**config.mk**
```make
export PLATFORM = sky130hd
export DESIGN_NAME = pcg_top
export DESIGN_NICKNAME = d
export VERILOG_FILES = /design/src/verilog/pcg_pkg.sv /design/src/verilog/pcg_run_if.sv /design/src/verilog/pcg_top.sv /design/src/verilog/pcg_stop_ctrl.sv /design/src/verilog/pcg_clk_gate.sv
export SDC_FILE = /design/constraint.sdc
export NUM_CORES = 1
export LEC_CHECK = 0
export ABC_AREA = 1
export BUFFER_PORTS_ARGS = -buffer_cell sky130_fd_sc_hd__clkbuf_2
export CAP_MARGIN = 5
export CORE_UTILIZATION = 52
export DETAILED_ROUTE_END_ITERATION = 12
export PLACE_DENSITY = 0.95
export SLEW_MARGIN = 20
export SYNTH_ARGS = -nofsm -noshare
export SYNTH_HDL_FRONTEND = slang
export SYNTH_SLANG_ARGS = --single-unit
```
**constraint.sdc**
```tcl
create_clock -name mclk -period 1.67 [get_ports mclk]
set_input_delay 0.334 -clock mclk [delete_from_list [all_inputs] [get_ports mclk]]
set_output_delay 0.334 -clock mclk [all_outputs]
set_load 0.005 [all_outputs]
```
**src/verilog/pcg_pkg.sv**
```systemverilog
package pcg_pkg;

    // ----------------------------------------
    // Bus geometry
    // ----------------------------------------
    localparam int ADDR_W = 5;
    localparam int DATA_W = 16;

    // ----------------------------------------
    // Register word offsets
    // ----------------------------------------
    localparam logic [4:0] OFS_RATE = 5'h0B;
    localparam logic [4:0] OFS_PCE0 = 5'h0C;
    localparam logic [4:0] OFS_PCE1 = 5'h0D;
    localparam logic [4:0] OFS_SD0 = 5'h0E;
    localparam logic [4:0] OFS_STAT0 = 5'h18;
    localparam logic [4:0] OFS_STAT1 = 5'h19;

    // ----------------------------------------
    // Field positions, enable register 0
    // ----------------------------------------
    localparam int COMPARATOR_B_CLK_EN = 15;
    localparam int COMPARATOR_A_CLK_EN = 14;
    localparam int ANALOG_OUT1_CLK_EN = 13;
    localparam int ANALOG_OUT0_CLK_EN = 12;
    localparam int ANALOG_IN_CLK_EN = 10;
    localparam int TWOWIRE_CLK_EN = 6;
    localparam int ASYNC_SERIAL_CLK_EN = 4;
    localparam int SYNC_SERIAL_CLK_EN = 2;
    localparam int MODULATOR_CLK_EN = 0;

    // ----------------------------------------
    // Field positions, enable register 1
    // ----------------------------------------
    localparam int INTERVAL_TIMER_CLK_EN = 12;
    localparam int TIMER_CH3_CLK_EN = 3;
    localparam int TIMER_CH0_CLK_EN = 0;

    // Rate register: two-wire run clock select
    localparam int TWOWIRE_RUN_RATE_SEL = 12;

    // ----------------------------------------
    // Implemented-bit masks and reset values
    // ----------------------------------------
    localparam logic [15:0] PCE0_MASK = 16'hF455;
    localparam logic [15:0] PCE1_MASK = 16'h100F;
    localparam logic [15:0] SD0_MASK = 16'hF455;
    localparam logic [15:0] RATE_MASK = 16'h1000;
    localparam logic [15:0] PCE0_RST = 16'h0000;
    localparam logic [15:0] PCE1_RST = 16'h0000;
    localparam logic [15:0] SD0_RST = 16'h0000;
    localparam logic RATE_RST = 1'b0;
    // Second keep-alive register is not built
    localparam logic [15:0] SD1_FIXED = 16'h0000;

endpackage

```
**src/verilog/pcg_run_if.sv**
```systemverilog
`timescale 1ns/1ns
`default_nettype none
interface pcg_run_if;
    import pcg_pkg::*;
    // Programmed register contents and stop mode
    logic [15:0] pce0;
    logic [15:0] pce1;
    logic [15:0] sd0;
    logic stop_mode;
    // Live clock state per peripheral
    logic [15:0] run0;
    logic [15:0] run1;
    logic [15:0] hold0;
    logic [15:0] hold1;

    modport src (
        output pce0, pce1, sd0, stop_mode,
        input run0, run1, hold0, hold1
    );
    modport ctrl (
        input pce0, pce1, sd0, stop_mode,
        output run0, run1, hold0, hold1
    );
    modport gate (
        input run0, run1
    );
endinterface
`default_nettype wire

```
**src/verilog/pcg_top.sv**
```systemverilog
// Local design decision: the strobed register port.
`timescale 1ns/1ns
`default_nettype none
module pcg_top (
    // Clock, reset, clock enable
    input wire logic mclk,
    input wire logic resetn,
    input wire logic clk_en,
    // Register port
    input wire logic [pcg_pkg::ADDR_W-1:0] reg_addr,
    input wire logic [pcg_pkg::DATA_W-1:0] reg_wdata,
    input wire logic reg_wr,
    input wire logic reg_rd,
    output logic [pcg_pkg::DATA_W-1:0] reg_rdata,
    // System state
    input wire logic stop_mode,
    input wire logic pll_sys_sel,
    // Peripheral interrupt requests
    input wire logic [15:0] periph_irq0,
    input wire logic [15:0] periph_irq1,
    // Peripheral clock state
    output logic [15:0] periph_run0,
    output logic [15:0] periph_run1,
    output logic [15:0] periph_hold0,
    output logic [15:0] periph_hold1,
    output logic [15:0] periph_gclk0,
    output logic [15:0] periph_gclk1,
    // Two-wire rate and wake-up
    output logic twowire_run_3x,
    output logic wake_req
);
    import pcg_pkg::*;

    // ----------------------------------------
    // State
    // ----------------------------------------
    typedef struct packed {
        logic [15:0] pce0;
        logic [15:0] pce1;
        logic [15:0] sd0;
        logic rate;
        logic [15:0] rdata;
        logic rate3x;
        logic wake;
    } pcg_state_t;

    pcg_state_t st;
    pcg_state_t next_st;
    logic [15:0] keep_now;

    pcg_run_if rif ();

    // ----------------------------------------
    // Elaboration checks
    // ----------------------------------------
    // The register map is laid out for 5-bit addresses and 16-bit words
    if (ADDR_W != 5 || DATA_W != 16)
    begin : g_geom_bad
        $error("register port geometry not supported");
    end

    // ----------------------------------------
    // Decode helpers
    // ----------------------------------------
    // Address match, used by both strobes
    function automatic logic hit(
        input logic [ADDR_W-1:0] a,
        input logic [ADDR_W-1:0] ofs
    );
        hit = (a == ofs);
    endfunction

    // Read mux; unmapped words read zero
    function automatic logic [15:0] rd_mux(
        input logic [ADDR_W-1:0] a,
        input pcg_state_t s,
        input logic [15:0] r0,
        input logic [15:0] r1
    );
        logic [15:0] v;
        v = 16'h0000;
        if (hit(a, OFS_RATE))
            v = s.rate ? RATE_MASK : 16'h0000;
        else if (hit(a, OFS_PCE0))
            v = s.pce0 & PCE0_MASK;
        else if (hit(a, OFS_PCE1))
            v = s.pce1 & PCE1_MASK;
        else if (hit(a, OFS_SD0))
            v = s.sd0 & SD0_MASK;
        else if (hit(a, OFS_STAT0))
            v = r0;
        else if (hit(a, OFS_STAT1))
            v = r1;
        rd_mux = v;
    endfunction

    // ----------------------------------------
    // Next-state logic
    // ----------------------------------------
    always_comb
    begin
        next_st = st;
        if (clk_en)
        begin
            // Read data stands one cycle only
            next_st.rdata = 16'h0000;
            if (reg_rd)
                next_st.rdata = rd_mux(reg_addr, st,
                    rif.run0, rif.run1);
            // Reserved bits are never stored
            if (reg_wr)
            begin
                if (hit(reg_addr, OFS_RATE))
                    next_st.rate =
                        reg_wdata[TWOWIRE_RUN_RATE_SEL];
                if (hit(reg_addr, OFS_PCE0))
                    next_st.pce0 = reg_wdata & PCE0_MASK;
                if (hit(reg_addr, OFS_PCE1))
                    next_st.pce1 = reg_wdata & PCE1_MASK;
                if (hit(reg_addr, OFS_SD0))
                    next_st.sd0 = reg_wdata & SD0_MASK;
            end
            // Triple clock needs the loop as system clock
            next_st.rate3x = st.rate & pll_sys_sel;
            // Only still-clocked peripherals can raise a wake
            next_st.wake = stop_mode &
                (|(periph_irq0 & rif.run0) |
                 |(periph_irq1 & rif.run1));
        end
    end

    // ----------------------------------------
    // State register
    // ----------------------------------------
    // Reset clears every keep bit, so stop gates all
    always_ff @(posedge mclk or negedge resetn)
    begin
        if (!resetn)
        begin
            st <= '0;
            st.pce0 <= PCE0_RST;
            st.pce1 <= PCE1_RST;
            st.sd0 <= SD0_RST;
            st.rate <= RATE_RST;
        end
        else
            st <= next_st;
    end

    // ----------------------------------------
    // Sub-blocks
    // ----------------------------------------
    assign rif.pce0 = st.pce0;
    assign rif.pce1 = st.pce1;
    assign rif.sd0 = st.sd0;
    assign rif.stop_mode = stop_mode;

    pcg_stop_ctrl u_ctrl (
        .mclk(mclk),
        .resetn(resetn),
        .clk_en(clk_en),
        .rif(rif.ctrl)
    );

    // Gated clocks follow a gate, not a flop
    pcg_clk_gate u_gate (
        .mclk(mclk),
        .resetn(resetn),
        .clk_en(clk_en),
        .rif(rif.gate),
        .gclk0(periph_gclk0),
        .gclk1(periph_gclk1)
    );

    // ----------------------------------------
    // Outputs
    // ----------------------------------------
    assign reg_rdata = st.rdata;
    assign periph_run0 = rif.run0;
    assign periph_run1 = rif.run1;
    assign periph_hold0 = rif.hold0;
    assign periph_hold1 = rif.hold1;
    assign twowire_run_3x = st.rate3x;
    assign wake_req = st.wake;

    assign keep_now = st.pce0 & st.sd0;
endmodule
`default_nettype wire

```
**src/verilog/pcg_stop_ctrl.sv**
```systemverilog
`timescale 1ns/1ns
`default_nettype none
module pcg_stop_ctrl (
    // Clock and reset
    input wire logic mclk,
    input wire logic resetn,
    input wire logic clk_en,
    // Register contents in, clock state out
    pcg_run_if.ctrl rif
);
    import pcg_pkg::*;

    typedef struct packed {
        logic [15:0] run0;
        logic [15:0] run1;
        logic [15:0] hold0;
        logic [15:0] hold1;
    } pcg_ctl_t;

    pcg_ctl_t st;
    pcg_ctl_t next_st;
    logic [15:0] keep0;

    // ----------------------------------------
    // Run and hold decision
    // ----------------------------------------
    // Keep-alive needs the enable too
    assign keep0 = rif.pce0 & rif.sd0 & SD0_MASK;

    always_comb
    begin
        next_st = st;
        if (clk_en)
        begin
            // Stop mode drops all but kept clocks
            if (rif.stop_mode)
            begin
                next_st.run0 = keep0;
                next_st.run1 = rif.pce1 & SD1_FIXED;
            end
            else
            begin
                next_st.run0 = rif.pce0 & PCE0_MASK;
                next_st.run1 = rif.pce1 & PCE1_MASK;
            end
            // Gated peripheral held stopped, bus ignored
            next_st.hold0 = ~next_st.run0 & PCE0_MASK;
            next_st.hold1 = ~next_st.run1 & PCE1_MASK;
        end
    end

    always_ff @(posedge mclk or negedge resetn)
    begin
        if (!resetn)
        begin
            st <= '0;
            // Every unit starts gated, so it starts held too
            st.hold0 <= PCE0_MASK;
            st.hold1 <= PCE1_MASK;
        end
        else
            st <= next_st;
    end

    assign rif.run0 = st.run0;
    assign rif.run1 = st.run1;
    assign rif.hold0 = st.hold0;
    assign rif.hold1 = st.hold1;
endmodule
`default_nettype wire

```
**src/verilog/pcg_clk_gate.sv**
```systemverilog
`timescale 1ns/1ns
`default_nettype none
module pcg_clk_gate (
    // Clock and reset
    input wire logic mclk,
    input wire logic resetn,
    input wire logic clk_en,
    // Gate requests
    pcg_run_if.gate rif,
    // Gated clocks
    output logic [15:0] gclk0,
    output logic [15:0] gclk1
);
    import pcg_pkg::*;

    typedef struct packed {
        logic [31:0] en_lo;
    } pcg_gate_t;

    pcg_gate_t st;
    pcg_gate_t next_st;
    logic [31:0] req;
    logic [31:0] gclk;

    assign req = {rif.run1, rif.run0};

    always_comb
    begin
        next_st = st;
        if (clk_en)
            next_st.en_lo = req;
    end

    // ----------------------------------------
    // Enable taken while the clock is low
    // ----------------------------------------
    // Falling-edge capture keeps the AND free of runt pulses
    always_ff @(negedge mclk or negedge resetn)
    begin
        if (!resetn)
            st <= '0;
        else
            st <= next_st;
    end

    genvar i;
    generate
        for (i = 0; i < 32; i = i + 1)
        begin : g_and
            assign gclk[i] = mclk & st.en_lo[i];
        end
    endgenerate

    assign gclk0 = gclk[15:0];
    assign gclk1 = gclk[31:16];
endmodule
`default_nettype wire

```
======== Word level (Yosys, flattened, before mapping) ========
Cells that the tools add are included.
word-level totals
  bits in registers ....................... 120
  latch bits .............................. 0
  bits in writable memories ............... 0
  ROM bits ................................ 0
  input bits .............................. 60
  output and inout bits ................... 114
  logic and storage cells ................. 74
  memories ................................ 0
operators by class
  add/sub/neg operators ................... 0
  $mul .................................... 0
  div/mod/pow operators ................... 0
  order comparisons ....................... 0
  equal/unequal tests ..................... 6
  shifts and indexed selects .............. 0
  mux-type cells .......................... 10
  bitwise gates (word level) .............. 40
  reduce and logical (&&, ||, !) cells .... 6
operator list
  kind                                                                    number
  16-bit 2-to-1 mux                                                       7
  32-bit 2-to-1 mux                                                       2
  16-bit AND                                                              3
  1-bit AND                                                               34
  16-bit OR reduction                                                     2
  5-bit by 4-bit equality test with 1-bit output (second input constant)  4
  16-bit NOT                                                              1
  13-bit 2-to-1 mux                                                       1
  13-bit NOT                                                              1
  3-bit AND reduction                                                     4
  5-bit equality test (second input constant)                             2
  1-bit OR                                                                1

======== Depth between registers and ports, before layout ========
Gate-level depths: netlist of run 1.
  depth in word-level cells ............... 8
  mapped depth ............................ 10
  mapped depth without buffers ............ 10

======== Cells and area by module ========
Synthesis of run 1 repeated with hierarchy kept, for this count alone.
unflattened totals
  cell total of the unflattened synthesis .. 742
  area, all modules ....................... 5713.0 µm²
modules (own cells, without submodules)
  module         instances  cells each  area each (µm²)
  pcg_top        1          359         2696.3
  pcg_clk_gate   1          203         1555.2
  pcg_stop_ctrl  1          180         1461.4

==> metrics.md, run 1 <==
| Metric | Value |
|---|---|
| Seq cells post-synth | `79` |
| Maximum VDD drop | `0.4906 mV` |
| DR pass1 iterations | `5` |
| Sequential area share after synthesis | `48.75%` |
| Top cell family by delay on the critical path | `flip-flops` |
| Most frequent cells in the layout | `nand2_1 (130), clkbuf_2 (86), conb_1 (59)` |
| Remaining DRCs | `0` |
| Gr ovfl total | `0` |
| Flop pwr share | `41.4%` |
| Sw frac | `29.29%` |
| Netlist cell types | `31` |
| CP cell instances | `nand2_1 > inv_1 > clkbuf_2` |
| Number of synthesized flops with an enable pin | `0` |
| R2R cell count | `2` |
| Psw | `1.605 mW` |
| Outcome | `finished, violations left` |
| Worst R2R Start | `u_ctrl.rif.run0[15]` |
| Hold_sp | `pll_sys_sel` |
| Synth Area per Inst | `8.614 sq um` |
| Die Ht | `90.70 microns` |
| Setup Skew | `8.176 ps` |
| Hold path endpoint | `twowire_run_3x` |
| Largest net degree at the start of global routing | `38` |
| Req. time, crit path | `1340 ps` |
| Async S/R FF share, synth | `100.0%` |
| Logic pwr share | `13.4%` |
| # Max-Cap Violations | `0` |
| Latest clock arrival within the worst-skew pair | `470 ps` |
| Crit path max-delay cell type | `dfrtn_1` |
| ANT cells | `0` |
| Failing checks | `negative setup slack` |
| Synth warn | `0` |
| Hold Crit Class | `input port to register` |
| Number of global-route vias before repair | `3,458` |
| Die X | `90.70 microns` |
| Setup Viol. Count Final | `28` |
| Layout fillers | `606` |
| WL final | `9.772 mm` |
| Worst-path clk slew | `80 ps` |
| Commonest non-fill, non-tap cell in the layout | `nand2_1` |
| P_int | `3.875 mW` |
| Total Power | `5.480 mW` |
| Die area | `8226 sq um` |
| Clock power frac | `45.2%` |
| Core ar. | `7447 sq um` |
| HPWL after DPL | `7.153 mm` |
| Initial Util | `54.94%` |
| PD cells | `1101 nW/um^2` |
| Hold Path Stages | `3` |
| Vias post-DR | `3,508` |
| Global-route wire length before repair | `15.81 mm` |
| Iteration-0 DRC Markers | `298` |
| Startpoint Class | `register` |
| Crit-path max cell delay | `430 ps` |
| Row count | `31` |
| Share of cells above drive strength 1 | `32.89%` |
| Grt met3 use | `8.418%` |
| Setup TNS Final | `-7967 ps` |
| Mapped cell area | `4091 sq um` |
| Final core occ | `66.83%` |
| Slew Limit Fails | `0` |
| Crit path arrival time | `1920 ps` |
| Static Leak | `2.845 nW` |
| Final ANT Viol Nets | `0` |
| Met2 Resource Use GR | `39.65%` |
| RSZ-0062 raised after global routing | `true` |
| R2r setup slk | `70 ps` |
| R2R Path End | `u_gate.st[15]` |
| Initial antenna violation count | `0` |
| GR peak layer | `met2` |
| PortBufs | `91` |
| Hold Fails Final Rpt | `0` |
| WHS | `95.77 ps` |
| CTS tree | `built` |
| P&R area growth vs syn | `21.65%` |
| WP buf/inv | `2` |
| Crit-path max FO | `2` |
| Synth Instances | `475` |
| Crit. End Element | `output port` |
| All-layer global routing usage | `25.24%` |
| Final nets | `662` |
| I/O pins | `174` |
| GPL Wtd Cong | `0.9202` |
| Main flop type after synthesis | `dfrtp_1` |
| Crit Path Class | `register to output port` |
| GRT met1 Usage | `28.36%` |
| Worst Slack Setup Final | `-587.1 ps` |
| Routed wire per std cell | `13.82 microns` |
| Drt via density | `4.962` |
## metrics by stage
stage / instances / instance area, sq um / worst slack (ps)
after global routing: 707 / 4977 / -645.1
after detailed placement: 667 / 4497 / -191.3
after floorplan: 533 / 4343 / 0.009159
after CTS: 702 / 4940 / -602.5
after global placement: 667 / 4497 / -169.8
final: 707 / 4977 / -587.1
## sequential cells by signal, summed over array words and instances (netlist names), 5 cells and up
signal,cells
u_ctrl.rif.hold1,5
rif.pce0,9
u_ctrl.rif.run0,9
reg_rdata,11
rif.pce1,5
rif.sd0,9
u_ctrl.rif.run1,5
u_ctrl.rif.hold0,9
u_gate.st,14
## power groups by stage
stage | Clock (mW) | Combinational, mW | Sequential, mW
after floorplan | 0.145 | 0.446 | 2.28
after global placement | 0.164 | 0.653 | 2.29
after detailed placement | 0.164 | 0.680 | 2.30
after CTS | 2.53 | 0.719 | 2.26
after global routing | 2.67 | 0.814 | 2.29
final | 2.48 | 0.734 | 2.27
## how the worst max path moves through the flow
stage | slack (ps) | depth (start not counted) | start | end
after floorplan | 0.009 | 5 | clk_en | u_gate.st[28]
after global placement | -170 | 3 | clk_en | u_gate.st[15]
after detailed placement | -190 | 3 | clk_en | u_gate.st[13]
after CTS | -600 | 3 | u_gate.st[13] | periph_gclk0[13]
after global routing | -650 | 3 | u_gate.st[14] | periph_gclk0[14]
final | -590 | 3 | u_gate.st[14] | periph_gclk0[14]
## cell families after synthesis
family / Yosys count / share of synthesized area, %
other: 1 / 0.09166
flip-flops: 79 / 48.75
AO/OA/AOI/OAI: 91 / 14.71
buffers and inverters: 133 / 19.20
AND/OR/NAND/NOR: 171 / 17.25
## Yosys cell counts, types with 5 or more instances
master    count  share of area (%)
a21o_1        8                1.5
a21oi_1      14                1.7
buf_2         5               0.61
buf_4        70                 13
clkbuf_1      5               0.46
dfrtn_1      14                8.6
dfrtp_1      51                 31
dfstp_2      14                9.0
inv_1        48                4.4
nand2_1     130                 12
nand3_1      15                1.8
nor2_1       14                1.3
o211ai_1      8                1.5
o21a_1        5               0.92
o21ai_0      25                3.1
o21ai_2      18                3.9
o22ai_1       8                1.2
## routing by layer
layer  routed length, microns  vias to the layer above
met5                        0                        -
met4                      299                        0
met3                      797                       25
met2                     4910                      205
met1                     3765                     1638
li1                         -                     1640
## repair_timing
action                                 in CTS  in global routing
pin swaps                                  13                  2
hold buffers                                1                  0
resized for setup                           0                  4
setup endpoints to repair                  28                 28
endpoints found under the hold margin       8                  0
buffers inserted                            9                  5
## tightest hold or removal path: stages
cell and delay, ps:
clkbuf_2 80, nand3_1 60, nand2_1 50
## final cells by class
class                           count  area [sq um]  area share (%)
Clock buffer                       31         349.1           7.014
Clock inverter                     22         138.9           2.790
Inverter                           37         143.9           2.891
Multi-Input combinational cell    321          1529           30.72
Sequential cell                    79          1994           40.07
Tap cell                           99         123.9           2.489
Timing Repair Buffer              118         698.2           14.03
Power figures use the tool's default switching activity.
==> run 2, diff against run 1 <==
--- a/config.mk
+++ b/config.mk
@@ -8,7 +8,10 @@
 export ABC_AREA = 1
 export BUFFER_PORTS_ARGS = -buffer_cell sky130_fd_sc_hd__clkbuf_2
 export CAP_MARGIN = 5
-export CORE_UTILIZATION = 52
+export CELL_PAD_IN_SITES_DETAIL_PLACEMENT = 0
+export CELL_PAD_IN_SITES_GLOBAL_PLACEMENT = 2
+export CORE_UTILIZATION = 29
+export CTS_CLUSTER_DIAMETER = 150
 export DETAILED_ROUTE_END_ITERATION = 12
 export PLACE_DENSITY = 0.95
 export SLEW_MARGIN = 20
==> run 2 against run 1 <==
Clock-buffer cell count rose by 3. Clock power increased by 28%. Die area rose by 77%. Utilization is 29 points lower. Via count down 4.4%. Register-to-register slack better by 50 ps. Largest power group unchanged. The flow still finishes with violations (negative setup slack). Non-clock buffer count shrank 3. Setup slack worse by 21 ps. Sequential share of layout area shrank 1.6 points.
==> metrics.md, run 2 (synthesis results as in run 1) <==
| Metric | Value |
|---|---|
| Maximum VDD drop | `0.5220 mV` |
| Hold Crit Class | `input port to register` |
| Hold_sp | `pll_sys_sel` |
| Vias post-DR | `3,353` |
| P&R area growth vs syn | `26.73%` |
| Crit path arrival time | `1940 ps` |
| Row count | `43` |
| Hold Fails Final Rpt | `0` |
| Most frequent cells in the layout | `nand2_1 (130), clkbuf_2 (84), conb_1 (59)` |
| Crit. End Element | `output port` |
| Setup TNS Final | `-8168 ps` |
| Req. time, crit path | `1340 ps` |
| Die X | `120.8 microns` |
| Sw frac | `26.23%` |
| Die area | `14,590 sq um` |
| Setup Viol. Count Final | `28` |
| Number of global-route vias before repair | `3,340` |
| Largest Register | `u_gate.st` |
| Drt via density | `4.266` |
| I/O pins | `174` |
| Global-route wire length before repair | `16.09 mm` |
| PortBufs | `91` |
| Failing checks | `negative setup slack` |
| Largest net degree at the start of global routing | `46` |
| Latest clock arrival within the worst-skew pair | `470 ps` |
| Slew Limit Fails | `0` |
| Share of cells above drive strength 1 | `32.34%` |
| Iteration-0 DRC Markers | `205` |
| P_int | `4.546 mW` |
| Static Leak | `2.904 nW` |
| Psw | `1.617 mW` |
| Flop pwr share | `36.8%` |
| HPWL after DPL | `7.556 mm` |
| Commonest non-fill, non-tap cell in the layout | `nand2_1` |
| Remaining DRCs | `0` |
| Final nets | `660` |
| Max FFs per register | `14` |
| Relative slew slack | `61.76%` |
| WL final | `10.13 mm` |
| Initial antenna violation count | `0` |
| DR pass1 iterations | `4` |
| Worst Slack Setup Final | `-608.3 ps` |
| GPL Wtd Cong | `0.8468` |
| ANT cells | `0` |
| Final Instance Count excl. Fillers | `786` |
| Startpoint Class | `register` |
| Core ar. | `13,830 sq um` |
| Dpl cells | `748` |
| Setup Skew | `25.44 ps` |
| All-layer global routing usage | `14.59%` |
| Worst-path clk slew | `50 ps` |
| Die Ht | `120.8 microns` |
| RSZ-0062 raised after global routing | `true` |
| CTS tree | `built` |
| Crit Path Class | `register to output port` |
| Gr ovfl total | `0` |
| R2r setup slk | `120 ps` |
| R2R cell count | `2` |
| Hold Path Stages | `3` |
| Dpl cell area | `4598 sq um` |
| Worst R2R Start | `u_ctrl.rif.run1[1]` |
| Routed wire per std cell | `12.88 microns` |
| Final std cell area, no fill | `5185 sq um` |
| Slew @ Worst Pin | `573.6 ps` |
| Crit-path max FO | `2` |
| Initial Util | `29.59%` |
| Clock power frac | `51.5%` |
| Hold path endpoint | `twowire_run_3x` |
| Outcome | `finished, violations left` |
| Logic pwr share | `11.7%` |
| Total Power | `6.162 mW` |
| # Max-Cap Violations | `0` |
| Final core occ | `37.50%` |
| PD cells | `1188 nW/um^2` |
| R2R Path End | `u_gate.st[17]` |
| Final ANT Viol Nets | `0` |
## run 2: cell types whose count changed in the layout (fill, tap and decap cells not counted), moves of 3 or more
cell,change
clkbuf_8,-13
clkinv_4,-3
clkinv_2,+4
clkbuf_16,+13
## run 2: metrics by stage
step | worst slack, ps | hold WS (ps)
global placement | -192.6 | 223.0
finish | -608.3 | 125.3
CTS | -617.2 | 118.3
floorplan | 0.009159 | 38.41
global route | -671.6 | 149.5
detailed placement | -201.4 | 223.2
## run 2: cell type report
class	instances	area [sq um]
flip-flops and latches	79	1994
multi-input cells	321	1529
fillers	1405	8642
inverters	37	143.9
clock inverters	20	106.4
clock buffers	34	510.5
well taps	180	225.2
repair buffers	115	675.6
## run 2: routing by layer
| layer | up-vias | wire length [microns] | global-route usage [%] |
|---|---|---|---|
| met5 | - | 0 | 0 |
| met4 | 0 | 263 | 8.642 |
| met3 | 18 | 881 | 6.981 |
| met2 | 126 | 4712 | 22.23 |
| met1 | 1572 | 4268 | 16.55 |
| li1 | 1637 | - | - |
## run 2: worst max-delay path by stage
stage / start / endpoint / slack, ps / cells after the start
floorplan: clk_en / u_gate.st[28] / 0.009 / 5
global placement: clk_en / u_gate.st[15] / -190 / 3
detailed placement: clk_en / u_gate.st[15] / -200 / 3
CTS: u_gate.st[14] / periph_gclk0[14] / -620 / 3
global route: u_gate.st[14] / periph_gclk0[14] / -670 / 3
finish: u_gate.st[14] / periph_gclk0[14] / -610 / 3
## run 2: repair_timing
item | in CTS | in global routing
buffers inserted | 6 | 6
gates resized for setup | 0 | 6
endpoints found under the hold margin | 3 | 0
pin swaps | 13 | 4
hold buffers | 1 | 0
setup endpoints to repair | 28 | 28
## run 2: worst max-delay path, stage by stage, from the launching register on
cell	delay, ps
dfrtn_1	410
nand2_1	70
inv_1	50
buf_2	100
## run 2: power groups by stage
stage	combinational (mW)	sequential, mW	clock (mW)
final	0.722	2.27	3.17
after global routing	0.823	2.29	3.38
after CTS	0.716	2.26	3.22
after detailed placement	0.685	2.30	0.164
after global placement	0.668	2.29	0.164
after floorplan	0.446	2.28	0.145
==> run 3, diff against run 2 <==
--- a/config.mk
+++ b/config.mk
@@ -10,10 +10,11 @@
 export CAP_MARGIN = 5
 export CELL_PAD_IN_SITES_DETAIL_PLACEMENT = 0
 export CELL_PAD_IN_SITES_GLOBAL_PLACEMENT = 2
-export CORE_UTILIZATION = 29
+export CORE_UTILIZATION = 24
 export CTS_CLUSTER_DIAMETER = 150
 export DETAILED_ROUTE_END_ITERATION = 12
-export PLACE_DENSITY = 0.95
+export MAX_ROUTING_LAYER = met4
+export PLACE_DENSITY = 0.87
 export SLEW_MARGIN = 20
 export SYNTH_ARGS = -nofsm -noshare
 export SYNTH_HDL_FRONTEND = slang
==> constraint.sdc (replaced) <==
create_clock -name mclk -period 1.9 [get_ports mclk]
set_input_delay 0.38 -clock mclk [delete_from_list [all_inputs] [get_ports mclk]]
set_output_delay 0.38 -clock mclk [all_outputs]
set_load 0.005 [all_outputs]
==> run 3 against run 2 <==
The flow still finishes with violations (negative setup slack). Via count is 0.39% lower. Design area is 1.9% higher. Register-to-register slack better by 70 ps. Clock-buffer cell count stayed put. Combinational power is 16% lower. Clock skew is 3.8 ps higher. Critical endpoint is now periph_gclk0[2]. Largest power group unchanged.
==> metrics.md, run 3 (synthesis results as in run 1) <==
| Metric | Value |
|---|---|
| Req. time, crit path | `1520 ps` |
| Crit. End Element | `output port` |
| Static Leak | `2.902 nW` |
| Final ANT Viol Nets | `0` |
| Maximum VDD drop | `0.7010 mV` |
| Failing checks | `negative setup slack` |
| Worst Slack Setup Final | `-533.2 ps` |
| Psw | `1.453 mW` |
| Crit-path max FO | `2` |
| Setup Skew | `29.28 ps` |
| Worst-path clk slew | `60 ps` |
| CTS tree | `built` |
| Global-route wire length before repair | `17.12 mm` |
| ANT cells | `0` |
| GPL Wtd Cong | `0.8200` |
| Largest net degree at the start of global routing | `34` |
| Die X | `132.6 microns` |
| Logic pwr share | `10.6%` |
| Flop pwr share | `35.0%` |
| Iteration-0 DRC Markers | `130` |
| Slew Limit Fails | `0` |
| Number of global-route vias before repair | `3,476` |
| Hold Fails Final Rpt | `0` |
| Crit Path Class | `register to output port` |
| Gr ovfl total | `0` |
| Remaining DRCs | `0` |
| PortBufs | `91` |
| WL final | `10.59 mm` |
| Outcome | `finished, violations left` |
| DR pass1 iterations | `4` |
| Clock power frac | `54.3%` |
| Final std cell area, no fill | `5281 sq um` |
| Drt via density | `4.063` |
| Initial antenna violation count | `0` |
| Dpl cell area | `4628 sq um` |
| Crit path arrival time | `2050 ps` |
| Dpl cells | `784` |
| Routed wire per std cell | `12.89 microns` |
| Total Power | `5.732 mW` |
| Hold Crit Class | `input port to register` |
| WHS | `167.2 ps` |
| Final nets | `655` |
| Startpoint Class | `register` |
| Commonest non-fill, non-tap cell in the layout | `nand2_1` |
| HPWL after DPL | `8.000 mm` |
| P_int | `4.279 mW` |
| PD cells | `1085 nW/um^2` |
| Row count | `47` |
| Die Ht | `132.6 microns` |
| RSZ-0062 raised after global routing | `true` |
| Largest Register | `u_gate.st` |
| P&R area growth vs syn | `29.08%` |
| Die area | `17,570 sq um` |
| Latest clock arrival within the worst-skew pair | `460 ps` |
| Core ar. | `16,640 sq um` |
| I/O pins | `174` |
| # Max-Cap Violations | `0` |
| Vias post-DR | `3,340` |
| All-layer global routing usage | `12.92%` |
| Most frequent cells in the layout | `nand2_1 (128), clkbuf_2 (86), conb_1 (59)` |
| Share of cells above drive strength 1 | `32.23%` |
| Sw frac | `25.35%` |
| Max FFs per register | `14` |
| Initial Util | `24.58%` |
| Setup Viol. Count Final | `28` |
| Final Instance Count excl. Fillers | `822` |
## run 3: changes by cell type in the layout (fill, tap and decap cells not counted), sizes merged
cell	delta
clkbuf	+3
bufinv	+2
clkinv	-3
clkinvlp	+2
buf	-7
inv	-1
## run 3: power by group through the flow
| stage | clock network, mW | logic [mW] | registers [mW] |
|---|---|---|---|
| 6_report | 3.11 | 0.610 | 2.01 |
| 5_1_grt | 3.29 | 0.691 | 2.03 |
| 4_1_cts | 3.18 | 0.610 | 2.01 |
| 3_5_place_dp | 0.144 | 0.582 | 2.04 |
| 3_3_place_gp | 0.144 | 0.569 | 2.03 |
| 2_1_floorplan | 0.128 | 0.386 | 2.00 |
## run 3: critical path, cell delays in order, from the launching register on
cell	delay, ps
dfrtn_1	410
nand2_1	80
inv_1	60
clkbuf_2	100
## run 3: layout make-up
cell class / instances / area (sq um)
Timing Repair Buffer: 111 / 658.1
Clock buffer: 34 / 516.7
Fill cell: 1777 / 11360
Clock inverter: 20 / 161.4
Sequential cell: 79 / 1994
Inverter: 37 / 141.4
Tap cell: 220 / 275.3
Multi-Input combinational cell: 321 / 1534
## run 3: repair_timing
item                                    CTS  global route
endpoints found under the hold margin    10             0
pin swaps                                13             3
gates resized for setup                   0             7
endpoints found under the setup margin   28            28
hold buffers                              1             0
setup buffers                             7             4
## run 3: path summary, 6_finish.rpt
path | cells past startpoint | from | slack (ps) | to
max in group asynchronous | 2 | resetn | 330 | u_gate.st[28]
worst min-delay path | 3 | pll_sys_sel | 170 | twowire_run_3x
worst max-delay path | 3 | u_gate.st[2] | -530 | periph_gclk0[2]
worst min register to register | 2 | u_ctrl.rif.hold1[3] | 470 | u_ctrl.rif.hold1[3]
worst max register to register | 2 | u_ctrl.rif.run0[10] | 190 | u_gate.st[10]
min in group asynchronous | 2 | resetn | 410 | reg_rdata[12]
## run 3: stage by stage
stage          util, %  TNS [ps]  setup slack [ps]
6_report         31.73     -7128            -533.2
5_1_grt          31.73     -7955            -603.4
4_1_cts          31.52     -7454            -550.2
3_5_place_dp     27.81     -2230            -176.0
3_3_place_gp     27.81     -2229            -169.0
2_1_floorplan        -    -223.5            -31.57
## run 3: routing by layer
| layer | GRT usage, % | vias up | part of all wire, % |
|---|---|---|---|
| met4 | 7.727 | 0 | 1.0 |
| met5 | - | - | 0 |
| met2 | 19.59 | 129 | 49 |
| li1 | - | 1628 | - |
| met3 | 3.985 | 6 | 5.7 |
| met1 | 14.99 | 1577 | 44 |
